===== src/bscd_params.svh =====
`ifndef BSCD_PARAMS_SVH
`define BSCD_PARAMS_SVH

// ----------------------------------------
// Register offsets
// ----------------------------------------
`define BSCD_OFS_GENERAL_CTRL 4'h0
`define BSCD_OFS_STRAP_STATUS 4'h1
`define BSCD_OFS_READY        4'h2

// ----------------------------------------
// General control field positions
// ----------------------------------------
`define BSCD_GC_SFM_BIT  0
`define BSCD_GC_BOOT_BIT 1
`define BSCD_GC_HOLD_BIT 2
`define BSCD_GC_BE_BIT   3
`define BSCD_GC_MGMT_BIT 4

// ----------------------------------------
// Boot codes
// ----------------------------------------
`define BSCD_CODE_LE_FLASH 4'h0
`define BSCD_CODE_PCIE_P10 4'h1
`define BSCD_CODE_PCIE_P6  4'h2
`define BSCD_CODE_PCIE_P0  4'h3
`define BSCD_CODE_NPI9_P10 4'h4
`define BSCD_CODE_NPI9     4'h5
`define BSCD_CODE_NPI4     4'h8
`define BSCD_CODE_PCIE     4'h9
`define BSCD_CODE_MGMT_A0  4'hA
`define BSCD_CODE_MGMT_A31 4'hB
`define BSCD_CODE_BE_FLASH 4'hC
`define BSCD_CODE_NONE     4'hF

// ----------------------------------------
// Reference frequency codes
// ----------------------------------------
`define BSCD_REF_125  3'h0
`define BSCD_REF_156  3'h1
`define BSCD_REF_250  3'h2
`define BSCD_REF_25   3'h4

// ----------------------------------------
// Reset values
// ----------------------------------------
`define BSCD_GC_RST_IDLE 5'h04
`define BSCD_GC_RST_LE   5'h03
`define BSCD_GC_RST_BE   5'h0B
`define BSCD_GC_RST_MGMT 5'h14
`define BSCD_OE_N_IDLE   2'h3

`define BSCD_MGMT_ADDR_LO 5'h00
`define BSCD_MGMT_ADDR_HI 5'h1F
`define BSCD_CAPTURE_CYCLES 3'h3

`endif


===== src/bscd_pkg.sv =====
`default_nettype none

package bscd_pkg;

    typedef enum logic [1:0] {
        BSCD_ST_RESET,
        BSCD_ST_SETTLE,
        BSCD_ST_RUN
    } bscd_state_t;

    typedef enum logic [2:0] {
        BSCD_REF_F125,
        BSCD_REF_F156P25,
        BSCD_REF_F250,
        BSCD_REF_F25,
        BSCD_REF_RESERVED
    } bscd_ref_t;

    typedef struct packed {
        bscd_state_t state;
        logic [2:0]  settle_cnt;
        logic [3:0]  boot_code;
        logic        pll_sel;
        logic [2:0]  main_ref;
        logic [2:0]  second_ref;
        logic [4:0]  gen_ctrl;
        logic        strap_sync1_sel;
        logic [3:0]  strap_sync1_boot;
        logic [2:0]  strap_sync1_mref;
        logic [2:0]  strap_sync1_sref;
        logic        strap_sync2_sel;
        logic [3:0]  strap_sync2_boot;
        logic [2:0]  strap_sync2_mref;
        logic [2:0]  strap_sync2_sref;
        logic [1:0]  ready_sync1;
        logic [1:0]  ready_sync2;
        logic        tap_sync1;
        logic        tap_sync2;
        logic        cfg_valid;
        logic        strap_route;
        logic        second_pll_clk;
        logic        second_pll_pwr;
        bscd_ref_t   second_ref_dec;
        logic        pcie_en;
        logic        front_p10_sfi;
        logic        front_p6_sgmii;
        logic        front_p0_sgmii;
        logic        npi4_sgmii;
        logic        npi9_sfi;
        logic        reg_frames;
        logic        serial_slave_en;
        logic        mgmt_slave_en;
        logic [4:0]  mgmt_addr;
        logic        cpu_run;
        logic        cpu_be;
        logic        boot_map;
        logic        sfm_en;
        logic        tap_boundary;
        logic [1:0]  strap_hi_drive;
        logic [1:0]  strap_hi_oe_n;
        logic [31:0] rdata;
    } bscd_state_s_t;

endpackage

`default_nettype wire


===== src/bscd_top.sv =====
// Added by the designer: the register addresses and strobed register access.
`default_nettype none
`include "bscd_params.svh"

module bscd_top (
    input  wire logic        mclk_in,
    input  wire logic        rst_n_in,
    input  wire logic        second_pll_select_strap_in,
    input  wire logic [2:0]  main_pll_ref_freq_strap_in,
    input  wire logic [2:0]  second_pll_ref_freq_strap_in,
    input  wire logic [3:0]  boot_strap_in,
    input  wire logic [1:0]  port_ready_in,
    input  wire logic        debug_tap_select_n_in,
    input  wire logic [3:0]  reg_addr_in,
    input  wire logic [31:0] reg_wdata_in,
    input  wire logic        reg_wr_in,
    input  wire logic        reg_rd_in,
    output logic [31:0]      reg_rdata_out,
    output logic             config_valid_out,
    output logic             strap_pins_released_out,
    output logic             second_pll_clock_select_out,
    output logic             second_pll_power_out,
    output bscd_pkg::bscd_ref_t second_pll_ref_out,
    output logic [2:0]       main_pll_ref_out,
    output logic             pcie_enable_out,
    output logic             front_port10_sfi_out,
    output logic             front_port6_sgmii_out,
    output logic             front_port0_sgmii_out,
    output logic             npi_port4_sgmii_out,
    output logic             npi_port9_sfi_out,
    output logic             register_access_frames_out,
    output logic             serial_slave_enable_out,
    output logic             management_slave_enable_out,
    output logic [4:0]       management_slave_addr_out,
    output logic             cpu_run_out,
    output logic             cpu_big_endian_out,
    output logic             boot_map_enable_out,
    output logic             serial_flash_master_out,
    output logic             tap_boundary_scan_out,
    output logic [1:0]       boot_strap_hi_out,
    output logic [1:0]       boot_strap_hi_oe_n_out
);
    import bscd_pkg::*;

    bscd_state_s_t s_reg;
    bscd_state_s_t s_next;
    logic          port_or_pcie;
    logic          ready_any;

    // ----------------------------------------
    // Boot code to general control reset value
    // ----------------------------------------
    function automatic logic [4:0] gc_from_code(input logic [3:0] c);
        logic [4:0] g;
        g = `BSCD_GC_RST_IDLE;
        if (c == `BSCD_CODE_LE_FLASH) begin
            g = `BSCD_GC_RST_LE;
        end else if (c == `BSCD_CODE_BE_FLASH) begin
            g = `BSCD_GC_RST_BE;
        end else if (c == `BSCD_CODE_MGMT_A0 || c == `BSCD_CODE_MGMT_A31) begin
            g = `BSCD_GC_RST_MGMT;
        end
        return g;
    endfunction

    always_comb begin
        port_or_pcie = (s_reg.boot_code inside {4'h1, 4'h2, 4'h3, 4'h4, 4'h5, 4'h8, 4'h9});
        ready_any    = |s_reg.ready_sync2;
    end

    // ----------------------------------------
    // Next state
    // ----------------------------------------
    always_comb begin
        s_next = s_reg;
        s_next.strap_sync1_sel  = second_pll_select_strap_in;
        s_next.strap_sync1_boot = boot_strap_in;
        s_next.strap_sync1_mref = main_pll_ref_freq_strap_in;
        s_next.strap_sync1_sref = second_pll_ref_freq_strap_in;
        s_next.strap_sync2_sel  = s_reg.strap_sync1_sel;
        s_next.strap_sync2_boot = s_reg.strap_sync1_boot;
        s_next.strap_sync2_mref = s_reg.strap_sync1_mref;
        s_next.strap_sync2_sref = s_reg.strap_sync1_sref;
        s_next.ready_sync1      = port_ready_in;
        s_next.ready_sync2      = s_reg.ready_sync1;
        s_next.tap_sync1        = debug_tap_select_n_in;
        s_next.tap_sync2        = s_reg.tap_sync1;
        s_next.rdata            = 32'h0000_0000;

        case (s_reg.state)
            BSCD_ST_RESET: begin
                s_next.state      = BSCD_ST_SETTLE;
                s_next.settle_cnt = 3'h0;
            end
            BSCD_ST_SETTLE: begin
                // Wait until the synchroniser holds post-release pin values.
                if (s_reg.settle_cnt == `BSCD_CAPTURE_CYCLES) begin
                    s_next.boot_code   = s_reg.strap_sync2_boot;
                    s_next.pll_sel     = s_reg.strap_sync2_sel;
                    s_next.main_ref    = s_reg.strap_sync2_mref;
                    s_next.second_ref  = s_reg.strap_sync2_sref;
                    s_next.gen_ctrl    = gc_from_code(s_reg.strap_sync2_boot);
                    s_next.state       = BSCD_ST_RUN;
                end else begin
                    s_next.settle_cnt = s_reg.settle_cnt + 3'h1;
                end
            end
            BSCD_ST_RUN: begin
                s_next.cfg_valid   = 1'b1;
                s_next.strap_route = 1'b1;
                // Writes count only once the captured configuration is visible.
                if (s_reg.cfg_valid && reg_wr_in && reg_addr_in == `BSCD_OFS_GENERAL_CTRL) begin
                    s_next.gen_ctrl = reg_wdata_in[4:0];
                end
            end
            default: begin
                s_next.state = BSCD_ST_RESET;
            end
        endcase

        if (reg_rd_in) begin
            case (reg_addr_in)
                `BSCD_OFS_GENERAL_CTRL: s_next.rdata = {27'h0, s_reg.gen_ctrl};
                `BSCD_OFS_STRAP_STATUS: s_next.rdata = {21'h0, s_reg.second_ref, s_reg.main_ref,
                                                        s_reg.pll_sel, s_reg.boot_code};
                `BSCD_OFS_READY:        s_next.rdata = {29'h0, s_reg.strap_hi_drive != 2'h0, s_reg.cfg_valid,
                                                        s_reg.tap_boundary};
                default:                s_next.rdata = 32'h0000_0000;
            endcase
        end

        // Decoded outputs other than the debug port routing stay inactive until capture completes.
        if (s_reg.cfg_valid) begin
            s_next.second_pll_clk = s_reg.pll_sel;
            s_next.second_pll_pwr = s_reg.pll_sel;
            case (s_reg.second_ref)
                `BSCD_REF_125: s_next.second_ref_dec = BSCD_REF_F125;
                `BSCD_REF_156: s_next.second_ref_dec = BSCD_REF_F156P25;
                `BSCD_REF_250: s_next.second_ref_dec = BSCD_REF_F250;
                `BSCD_REF_25:  s_next.second_ref_dec = BSCD_REF_F25;
                default:       s_next.second_ref_dec = BSCD_REF_RESERVED;
            endcase
            if (!s_reg.pll_sel) begin
                s_next.second_ref_dec = BSCD_REF_F125;
            end
            s_next.pcie_en        = port_or_pcie;
            s_next.front_p10_sfi  = s_reg.boot_code inside {`BSCD_CODE_PCIE_P10, `BSCD_CODE_NPI9_P10};
            s_next.front_p6_sgmii = s_reg.boot_code == `BSCD_CODE_PCIE_P6;
            s_next.front_p0_sgmii = s_reg.boot_code == `BSCD_CODE_PCIE_P0;
            s_next.npi4_sgmii     = s_reg.boot_code inside {4'h1, 4'h2, 4'h3, `BSCD_CODE_NPI4};
            s_next.npi9_sfi       = s_reg.boot_code inside {`BSCD_CODE_NPI9_P10, `BSCD_CODE_NPI9};
            s_next.reg_frames     = s_reg.boot_code inside {4'h1, 4'h2, 4'h3, 4'h4, 4'h5, 4'h8};
            s_next.mgmt_addr      = (s_reg.boot_code == `BSCD_CODE_MGMT_A31) ? `BSCD_MGMT_ADDR_HI
                                                                              : `BSCD_MGMT_ADDR_LO;
            s_next.mgmt_slave_en  = s_reg.gen_ctrl[`BSCD_GC_MGMT_BIT];
            s_next.sfm_en         = s_reg.gen_ctrl[`BSCD_GC_SFM_BIT];
            s_next.serial_slave_en = !s_reg.gen_ctrl[`BSCD_GC_SFM_BIT];
            s_next.boot_map       = s_reg.gen_ctrl[`BSCD_GC_BOOT_BIT];
            s_next.cpu_run        = !s_reg.gen_ctrl[`BSCD_GC_HOLD_BIT];
            s_next.cpu_be         = s_reg.gen_ctrl[`BSCD_GC_BE_BIT];
            if (port_or_pcie && ready_any) begin
                s_next.strap_hi_drive = 2'h3;
                s_next.strap_hi_oe_n  = 2'h0;
            end
        end
        s_next.tap_boundary = s_reg.tap_sync2;
    end

    always_ff @(posedge mclk_in) begin
        if (!rst_n_in) begin
            s_reg <= '0;
            s_reg.gen_ctrl <= `BSCD_GC_RST_IDLE;
            s_reg.strap_hi_oe_n <= `BSCD_OE_N_IDLE;
        end else begin
            s_reg <= s_next;
        end
    end

    // ----------------------------------------
    // Outputs
    // ----------------------------------------
    always_comb begin
        reg_rdata_out               = s_reg.rdata;
        config_valid_out            = s_reg.cfg_valid;
        strap_pins_released_out     = s_reg.strap_route;
        second_pll_clock_select_out = s_reg.second_pll_clk;
        second_pll_power_out        = s_reg.second_pll_pwr;
        second_pll_ref_out          = s_reg.second_ref_dec;
        main_pll_ref_out            = s_reg.main_ref;
        pcie_enable_out             = s_reg.pcie_en;
        front_port10_sfi_out        = s_reg.front_p10_sfi;
        front_port6_sgmii_out       = s_reg.front_p6_sgmii;
        front_port0_sgmii_out       = s_reg.front_p0_sgmii;
        npi_port4_sgmii_out         = s_reg.npi4_sgmii;
        npi_port9_sfi_out           = s_reg.npi9_sfi;
        register_access_frames_out  = s_reg.reg_frames;
        serial_slave_enable_out     = s_reg.serial_slave_en;
        management_slave_enable_out = s_reg.mgmt_slave_en;
        management_slave_addr_out   = s_reg.mgmt_addr;
        cpu_run_out                 = s_reg.cpu_run;
        cpu_big_endian_out          = s_reg.cpu_be;
        boot_map_enable_out         = s_reg.boot_map;
        serial_flash_master_out     = s_reg.sfm_en;
        tap_boundary_scan_out       = s_reg.tap_boundary;
        boot_strap_hi_out           = s_reg.strap_hi_drive;
        boot_strap_hi_oe_n_out      = s_reg.strap_hi_oe_n;
    end

endmodule

`default_nettype wire


===== config.mk =====
export PLATFORM = sky130hd
export DESIGN_NAME = bscd_top
export DESIGN_NICKNAME = d
export VERILOG_FILES = /design/src/bscd_pkg.sv /design/src/bscd_top.sv
export VERILOG_INCLUDE_DIRS = /design/src
export SDC_FILE = /design/constraint.sdc
export NUM_CORES = 1
export LEC_CHECK = 0
export ABC_AREA = 1
export BUFFER_PORTS_ARGS = -buffer_cell sky130_fd_sc_hd__buf_2
export CAP_MARGIN = 40
export CORE_UTILIZATION = 40
export DETAILED_ROUTE_END_ITERATION = 7
export HOLD_SLACK_MARGIN = 0.05
export PLACE_DENSITY = 0.79
export SYNTH_ARGS = -nofsm -noshare
export SYNTH_HDL_FRONTEND = slang
export SYNTH_SLANG_ARGS = --single-unit

===== constraint.sdc =====
create_clock -name mclk_in -period 1.3 [get_ports mclk_in]
set_input_delay 0.065 -clock mclk_in [delete_from_list [all_inputs] [get_ports mclk_in]]
set_output_delay 0.065 -clock mclk_in [all_outputs]
set_load 0.02 [all_outputs]

==> metrics.csv, run 1 <==
stage,metric,value,unit
setup_path,worstSetupStartpoint,s_reg[106],
sta,layout_setup_ws,-0.0275,ns
placement,hpwl,4730,um
layout,num-fill-cells,791,
die,dieWidth,93.6,um
layout,final_core_util,0.498,
synthesis,ys_types,25,
drt,post-route-drc-count,0,
cts,numCtsBuffers,9,
layout,largest_reg_flops,31,
die,io_pins,119,
grt,grt_first_pass_wirelength,10900,um
sta,fin_crit_sh,1.02,
synthesis,ys.warnings.count,0,
sta,setup_viol,5,
pwr,p_per_area,1190,nW/um2
drt,wl_per_cell,11.2,um
cts,cts_tree,done,
status,violations,setup timing,
layout,layout-drive-gt1-share,0.274,
grt,grt_remaining_overflow,0,
drt,vias,2613,
setup_path,worst_path_largest_cell_delay,0.34,ns
sta,slew_violations,0,
grt,grt_max_degree,28,
synthesis,ys_async_sr_fraction,0,
grt,grt_usage,0.164,
placement,place_congestion,0.820,
min_path,worstHoldPathType,in2reg,
die,initial_core_util,0.410,
setup_path,setup.worst_path.end,s_reg[102],
layout,antenna_cells,0,
die,fp.dieArea,8760,um2
placement,portBuffers,70,
pwr,max-vdd-ir-drop,488,uV
min_path,hold-path-cell-count,5,
drt,first_pass_iters,6,
layout,syn2layout_area_growth,21.5,%
sta,period_needed,1.33,ns
cts,clockBufferDepth,2,
cts,clockRootBuffer,clkbuf_8,
die,rows,33,
synthesis,synth_top_area_share,0.489,
setup_path,crit_type,reg2reg,
setup_path,worst-path-max-fanout,5,
setup_path,path_common_cell,ha_4,
synthesis,synth_edf_count,0,
setup_path,r2r_start,s_reg[106],
synthesis,synth_area,3350,um2
job,cap_violations,0,
grt,grt_pass1_vias,2459,
synthesis,synthTopCellsByArea,"dfxtp_1, buf_4, nand2_1",
sta,rsz0062_at_grt,true,
drt,postRouteAntennaNets,0,
setup_path,arrival,1.57,ns
setup_path,required,1.54,ns
setup_path,path_cells,"ha_4, ha_4, nand2_4, nor2_4, buf_12, buf_8, o21ai_1, nor2_1",
die,coreArea,8180,um2
cts,clock-sinks,82,
setup_path,end_kind,register,
drt,drt-initial-drc-count,112,
sta,fin_skew,0.00917,ns
layout,layout.nets,560,
setup_path,r2r_end,s_reg[102],
setup_path,start_kind,register,
synthesis,synth_area_per_cell,7.73,um2
drt,totalWireLength,6870,um
synthesis,seq_area_frac_synth,0.489,
cts,worstSkewPairLatency,0.35,ns
synthesis,synth_seq_cells,82,
setup_path,r2r_cells,8,
layout,multiInputGateArea,1160,um2
drt,via_per_inst,4.27,
layout,seq_area,1640,um2
sta,finalHoldViolCount,0,
cts,htree_levels,3,
die,die_h,93.6,um
synthesis,yosys.area.top_type,dfxtp_1,
sta,fmax,753,MHz
grt,antenna_found_initial,0,
status,outcome,"complete, but fails checks",
synthesis,synthFlopType,dfxtp_1,
setup_path,cp_slowest_cell,dfxtp_2,
synthesis,syn_inst,434,
cts,clk_pin_slew,0.08,ns
pwr,p_leak,2.20,nW
pwr,report.power.total,4.85,mW
setup_path,rrSetupSlack,-0.03,ns
where the power goes:
group	internal [mW]	leakage (nW)	switching (mW)	total [mW]
logic	0.124	1.42	0.201	0.325
clock network	1.11	0.105	0.820	1.93
registers	2.57	0.668	0.0312	2.60
routing by layer:
layer  track usage  vias to the layer above  routed length (um)
li1              -                     1393                   -
met1         0.199                     1119                3180
met3        0.0325                       11                 379
met5             0                        -                   0
met4        0.0910                        0                 125
met2         0.270                       90                3180
cell type report:
cell class	count	area share
clock buffer	11	0.0347
clock inverter	3	0.0160
inverter	69	0.0657
multi-input combinational	240	0.285
sequential	82	0.403
tap	105	0.0322
timing repair buffer	100	0.160
timing repair inverter	2	0.00368
cells in the mapped netlist (2+ instances only):
cell	n
inv_2	10
nand3_1	18
buf_4	50
ha_1	2
nor2_1	24
nand2_4	2
clkbuf_1	5
nor3_1	6
dfxtp_1	82
a21oi_1	33
nor2_2	2
nor2_4	2
o21ai_0	11
nand2_1	99
buf_2	5
buf_6	3
o21ai_1	16
inv_1	57
cells in the final DEF (no fill, tap or decap), types with 3 or more instances in the layout:
master         instances
nand2_1               97
dfxtp_1               80
buf_2                 70
inv_1                 57
a21oi_1               29
nor2_1                22
conb_1                21
nand3_1               17
dlygate4sd3_1         14
o21ai_1               13
buf_4                 11
inv_2                 10
clkbuf_8              10
o21ai_0                8
o21ai_2                6
nor3_1                 6
a21oi_2                4
nand2_4                3
nor2_4                 3
nor2_2                 3
worst min-delay path by stage:
stage	startpoint	to	slack (ns)
after floorplan	port_ready_in[0]	s_next[64]	0.16
after global placement	second_pll_ref_freq_strap_in[0]	s_next[68]	0.26
after detailed placement	port_ready_in[0]	s_next[64]	0.25
after CTS	reg_wdata_in[0]	s_reg[90]	0.05
after global routing	reg_wdata_in[1]	s_reg[91]	0.07
final	reg_wdata_in[0]	s_reg[90]	0.07
cells by family (layout without fill, tap and decap cells):
group,after synthesis,after routing,synth area share
other cells,1,21,0.00112
compound gates,62,62,0.0944
buf+inv,132,185,0.213
fa+ha+maj,2,2,0.00746
flops,82,82,0.489
simple gates,155,155,0.194
per-stage QoR:
step                      setup TNS [ns]  area, um2  hold WS [ns]  setup slack [ns]  cells
after floorplan                        0       3430         0.163           0.00515    454
after global placement            -0.105       3570         0.256           -0.0188    579
after detailed placement          -0.422       3570         0.251           -0.0614    579
after CTS                              0       4050        0.0526           0.00520    612
after global routing              -0.650       4080        0.0711           -0.0748    612
final                            -0.0753       4080        0.0749           -0.0275    612
what timing repair did:
item                                    in CTS  in global routing
pin swaps                                    5                  6
cloned                                       2                  0
hold buffers                                14                  0
endpoints found under the hold margin       14                  0
endpoints found under the setup margin      14                 17
buffers inserted                             3                  0
resized for setup                           27                  7
critical path: cells and delay by family (launching register included):
family	cells	cell delay [ns]
AND/OR/NAND/NOR	3	0.18
adder cells (fa/ha/maj)	2	0.32
AO/OA/AOI/OAI	1	0.13
buffers and inverters	2	0.26
flip-flops	1	0.34
No activity file was read; power rests on OpenSTA's default activity.
==> run 2, diff against run 1 <==
--- a/config.mk
+++ b/config.mk
@@ -9,10 +9,12 @@
 export ABC_AREA = 1
 export BUFFER_PORTS_ARGS = -buffer_cell sky130_fd_sc_hd__buf_2
 export CAP_MARGIN = 40
-export CORE_UTILIZATION = 40
+export CORE_UTILIZATION = 46
+export CTS_BUF_LIST = sky130_fd_sc_hd__clkbuf_8
 export DETAILED_ROUTE_END_ITERATION = 7
 export HOLD_SLACK_MARGIN = 0.05
-export PLACE_DENSITY = 0.79
+export PLACE_DENSITY = 0.88
+export SLEW_MARGIN = 10
 export SYNTH_ARGS = -nofsm -noshare
 export SYNTH_HDL_FRONTEND = slang
 export SYNTH_SLANG_ARGS = --single-unit
==> run 2 against run 1 <==
The run still ends with setup timing left. Worst hold slack lost 0.015 ns. Setup slack got worse by 0.033 ns. Via count about the same. Core utilization rose by 7.6 points. Final area fell by 2.7%. Combinational power about the same. Sequential power is essentially flat. Critical path depth down 1. Global-route usage rose by 1.9 points. Final cell count down 1.5%.
==> metrics.csv, run 2 (same netlist as run 1, synthesis figures left out) <==
stage,metric,value,unit
status,outcome,"complete, but fails checks",
status,violations,setup timing,
cts,clockBufferDepth,2,
die,dieWidth,87.4,um
drt,wl_per_cell,11.0,um
cts,clockRootBuffer,clkbuf_8,
cts,htree_levels,3,
layout,layout-drive-gt1-share,0.256,
layout,antenna_cells,0,
sta,tns,-0.650,ns
die,coreArea,6910,um2
setup_path,arrival,1.60,ns
drt,first_pass_iters,4,
setup_path,worst_path_largest_cell_delay,0.37,ns
min_path,hold-path-cell-count,5,
sta,fmax,735,MHz
grt,grt_remaining_overflow,0,
pwr,report.power.total,4.52,mW
placement,hpwl,4620,um
cts,clock-sinks,82,
die,initial_core_util,0.486,
setup_path,r2r_cells,7,
pwr,p_per_area,1140,nW/um2
pwr,p_int,3.42,mW
layout,final_core_util,0.574,
pwr,max-vdd-ir-drop,557,uV
pwr,power.switching,1.09,mW
drt,drt-initial-drc-count,207,
cts,numCtsBuffers,9,
drt,postRouteAntennaNets,0,
layout,multiInputGateArea,1130,um2
placement,portBuffers,70,
setup_path,path_common_cell,ha_4,
layout,syn2layout_area_growth,18.2,%
setup_path,crit_family,flip-flops,
setup_path,cp_slowest_cell,dfxtp_4,
grt,grt_pass1_vias,2426,
job,cap_violations,0,
pwr,power_frac_comb,0.072,
layout,largest_reg_flops,31,
pwr,pwr-share-clk,0.353,
setup_path,worst-path-max-fanout,11,
grt,grt_first_pass_wirelength,10600,um
setup_path,crit_type,reg2reg,
setup_path,start_kind,register,
drt,via_per_inst,4.34,
setup_path,path_depth,7,
sta,setup_viol,16,
pwr,seq_power_share,0.575,
sta,slew_violations,0,
die,die_h,87.4,um
drt,post-route-drc-count,0,
sta,finalHoldViolCount,0,
sta,period_needed,1.36,ns
min_path,worstHoldPathType,in2reg,
die,io_pins,119,
setup_path,required,1.54,ns
die,fp.dieArea,7640,um2
sta,layout_setup_ws,-0.0602,ns
die,rows,30,
sta,fin_crit_sh,1.05,
setup_path,path_cells,"ha_4, ha_4, nand2_4, nor2_4, inv_4, o21ai_1, a21oi_1",
grt,antenna_found_initial,0,
setup_path,end_kind,register,
pwr,switching_share,0.242,
layout,num-fill-cells,641,
cts,cts_tree,done,
pwr,p_leak,2.16,nW
layout,final_common_cell,nand2_1,
grt,grt_usage,0.183,
layout,final_cells,603,
layout,final_cell_mix,"nand2_1, dfxtp_1, buf_2, inv_1, a21oi_1",
cts,clk_pin_slew,0.08,ns
grt,grt_max_degree,27,
layout,seq_area,1650,um2
setup_path,crit_buf_inv,1,
layout,layout.nets,558,
drt,vias,2615,
cts,worstSkewPairLatency,0.35,ns
placement,numPlacedInstances,568,
sta,rsz0062_at_grt,true,
drt,totalWireLength,6610,um
sta,fin_skew,0.0118,ns
placement,place_congestion,0.835,
-- run 2: cell count changes in the layout (fill, tap and decap cells not counted), sizes merged --
| cell | previous run | this run |
|---|---|---|
| buf | 86 | 85 |
| clkbuf | 11 | 10 |
| clkinv | 2 | 4 |
| clkinvlp | 0 | 2 |
| bufinv | 2 | 0 |
-- run 2: worst paths after layout --
kind                   startpoint        end  slack [ns]
setup reg to reg       s_reg[106]  s_reg[97]       -0.06
hold reg to reg        s_next[64]  s_reg[64]        0.41
hold / removal    reg_wdata_in[1]  s_reg[91]        0.06
setup / recovery       s_reg[106]  s_reg[97]       -0.06
-- run 2: through the flow --
stage,area (um2),worst slack (ns),hold slack [ns]
2_1_floorplan,3430,0.00515,0.163
3_3_place_gp,3540,-0.0258,0.252
3_5_place_dp,3540,-0.0628,0.248
4_1_cts,3930,-0.0188,0.0536
5_1_grt,3970,-0.141,0.0746
6_report,3970,-0.0602,0.0595
-- run 2: power groups by stage --
stage / clock network, mW / registers [mW] / logic [mW]
global route: 1.76 / 2.60 / 0.363
global placement: 0 / 2.65 / 0.262
CTS: 1.63 / 2.60 / 0.310
floorplan: 0 / 2.65 / 0.240
finish: 1.59 / 2.60 / 0.325
detailed placement: 0 / 2.65 / 0.269
-- run 2: what timing repair did --
action | 4_1_cts | 5_1_grt
hold buffers | 14 | 0
setup endpoints to repair | 16 | 17
gates cloned | 1 | 0
hold endpoints to repair | 14 | 0
setup buffers | 2 | 2
resized for setup | 14 | 8
pin swaps | 7 | 2
-- run 2: tightest hold or removal path: cells and delay by family --
family,cells,cell delay (ns)
and+or+nand+nor,4,0.21
buffers and inverters,1,0.08
-- run 2: per-layer routing --
metal,global-route usage,share of wire,vias up
met5,0,0,-
met4,0.0864,0.017,0
met3,0.0389,0.047,11
met2,0.313,0.48,83
met1,0.219,0.46,1136
li1,-,-,1385
-- run 2: layout make-up --
type | instances | share of cell area
Multi-Input combinational cell | 240 | 0.285
Clock inverter | 6 | 0.00852
Timing Repair Buffer | 99 | 0.158
Sequential cell | 82 | 0.415
Clock buffer | 10 | 0.0347
Inverter | 69 | 0.0669
Tap cell | 96 | 0.0303
Timing Repair inverter | 1 | 0.00158
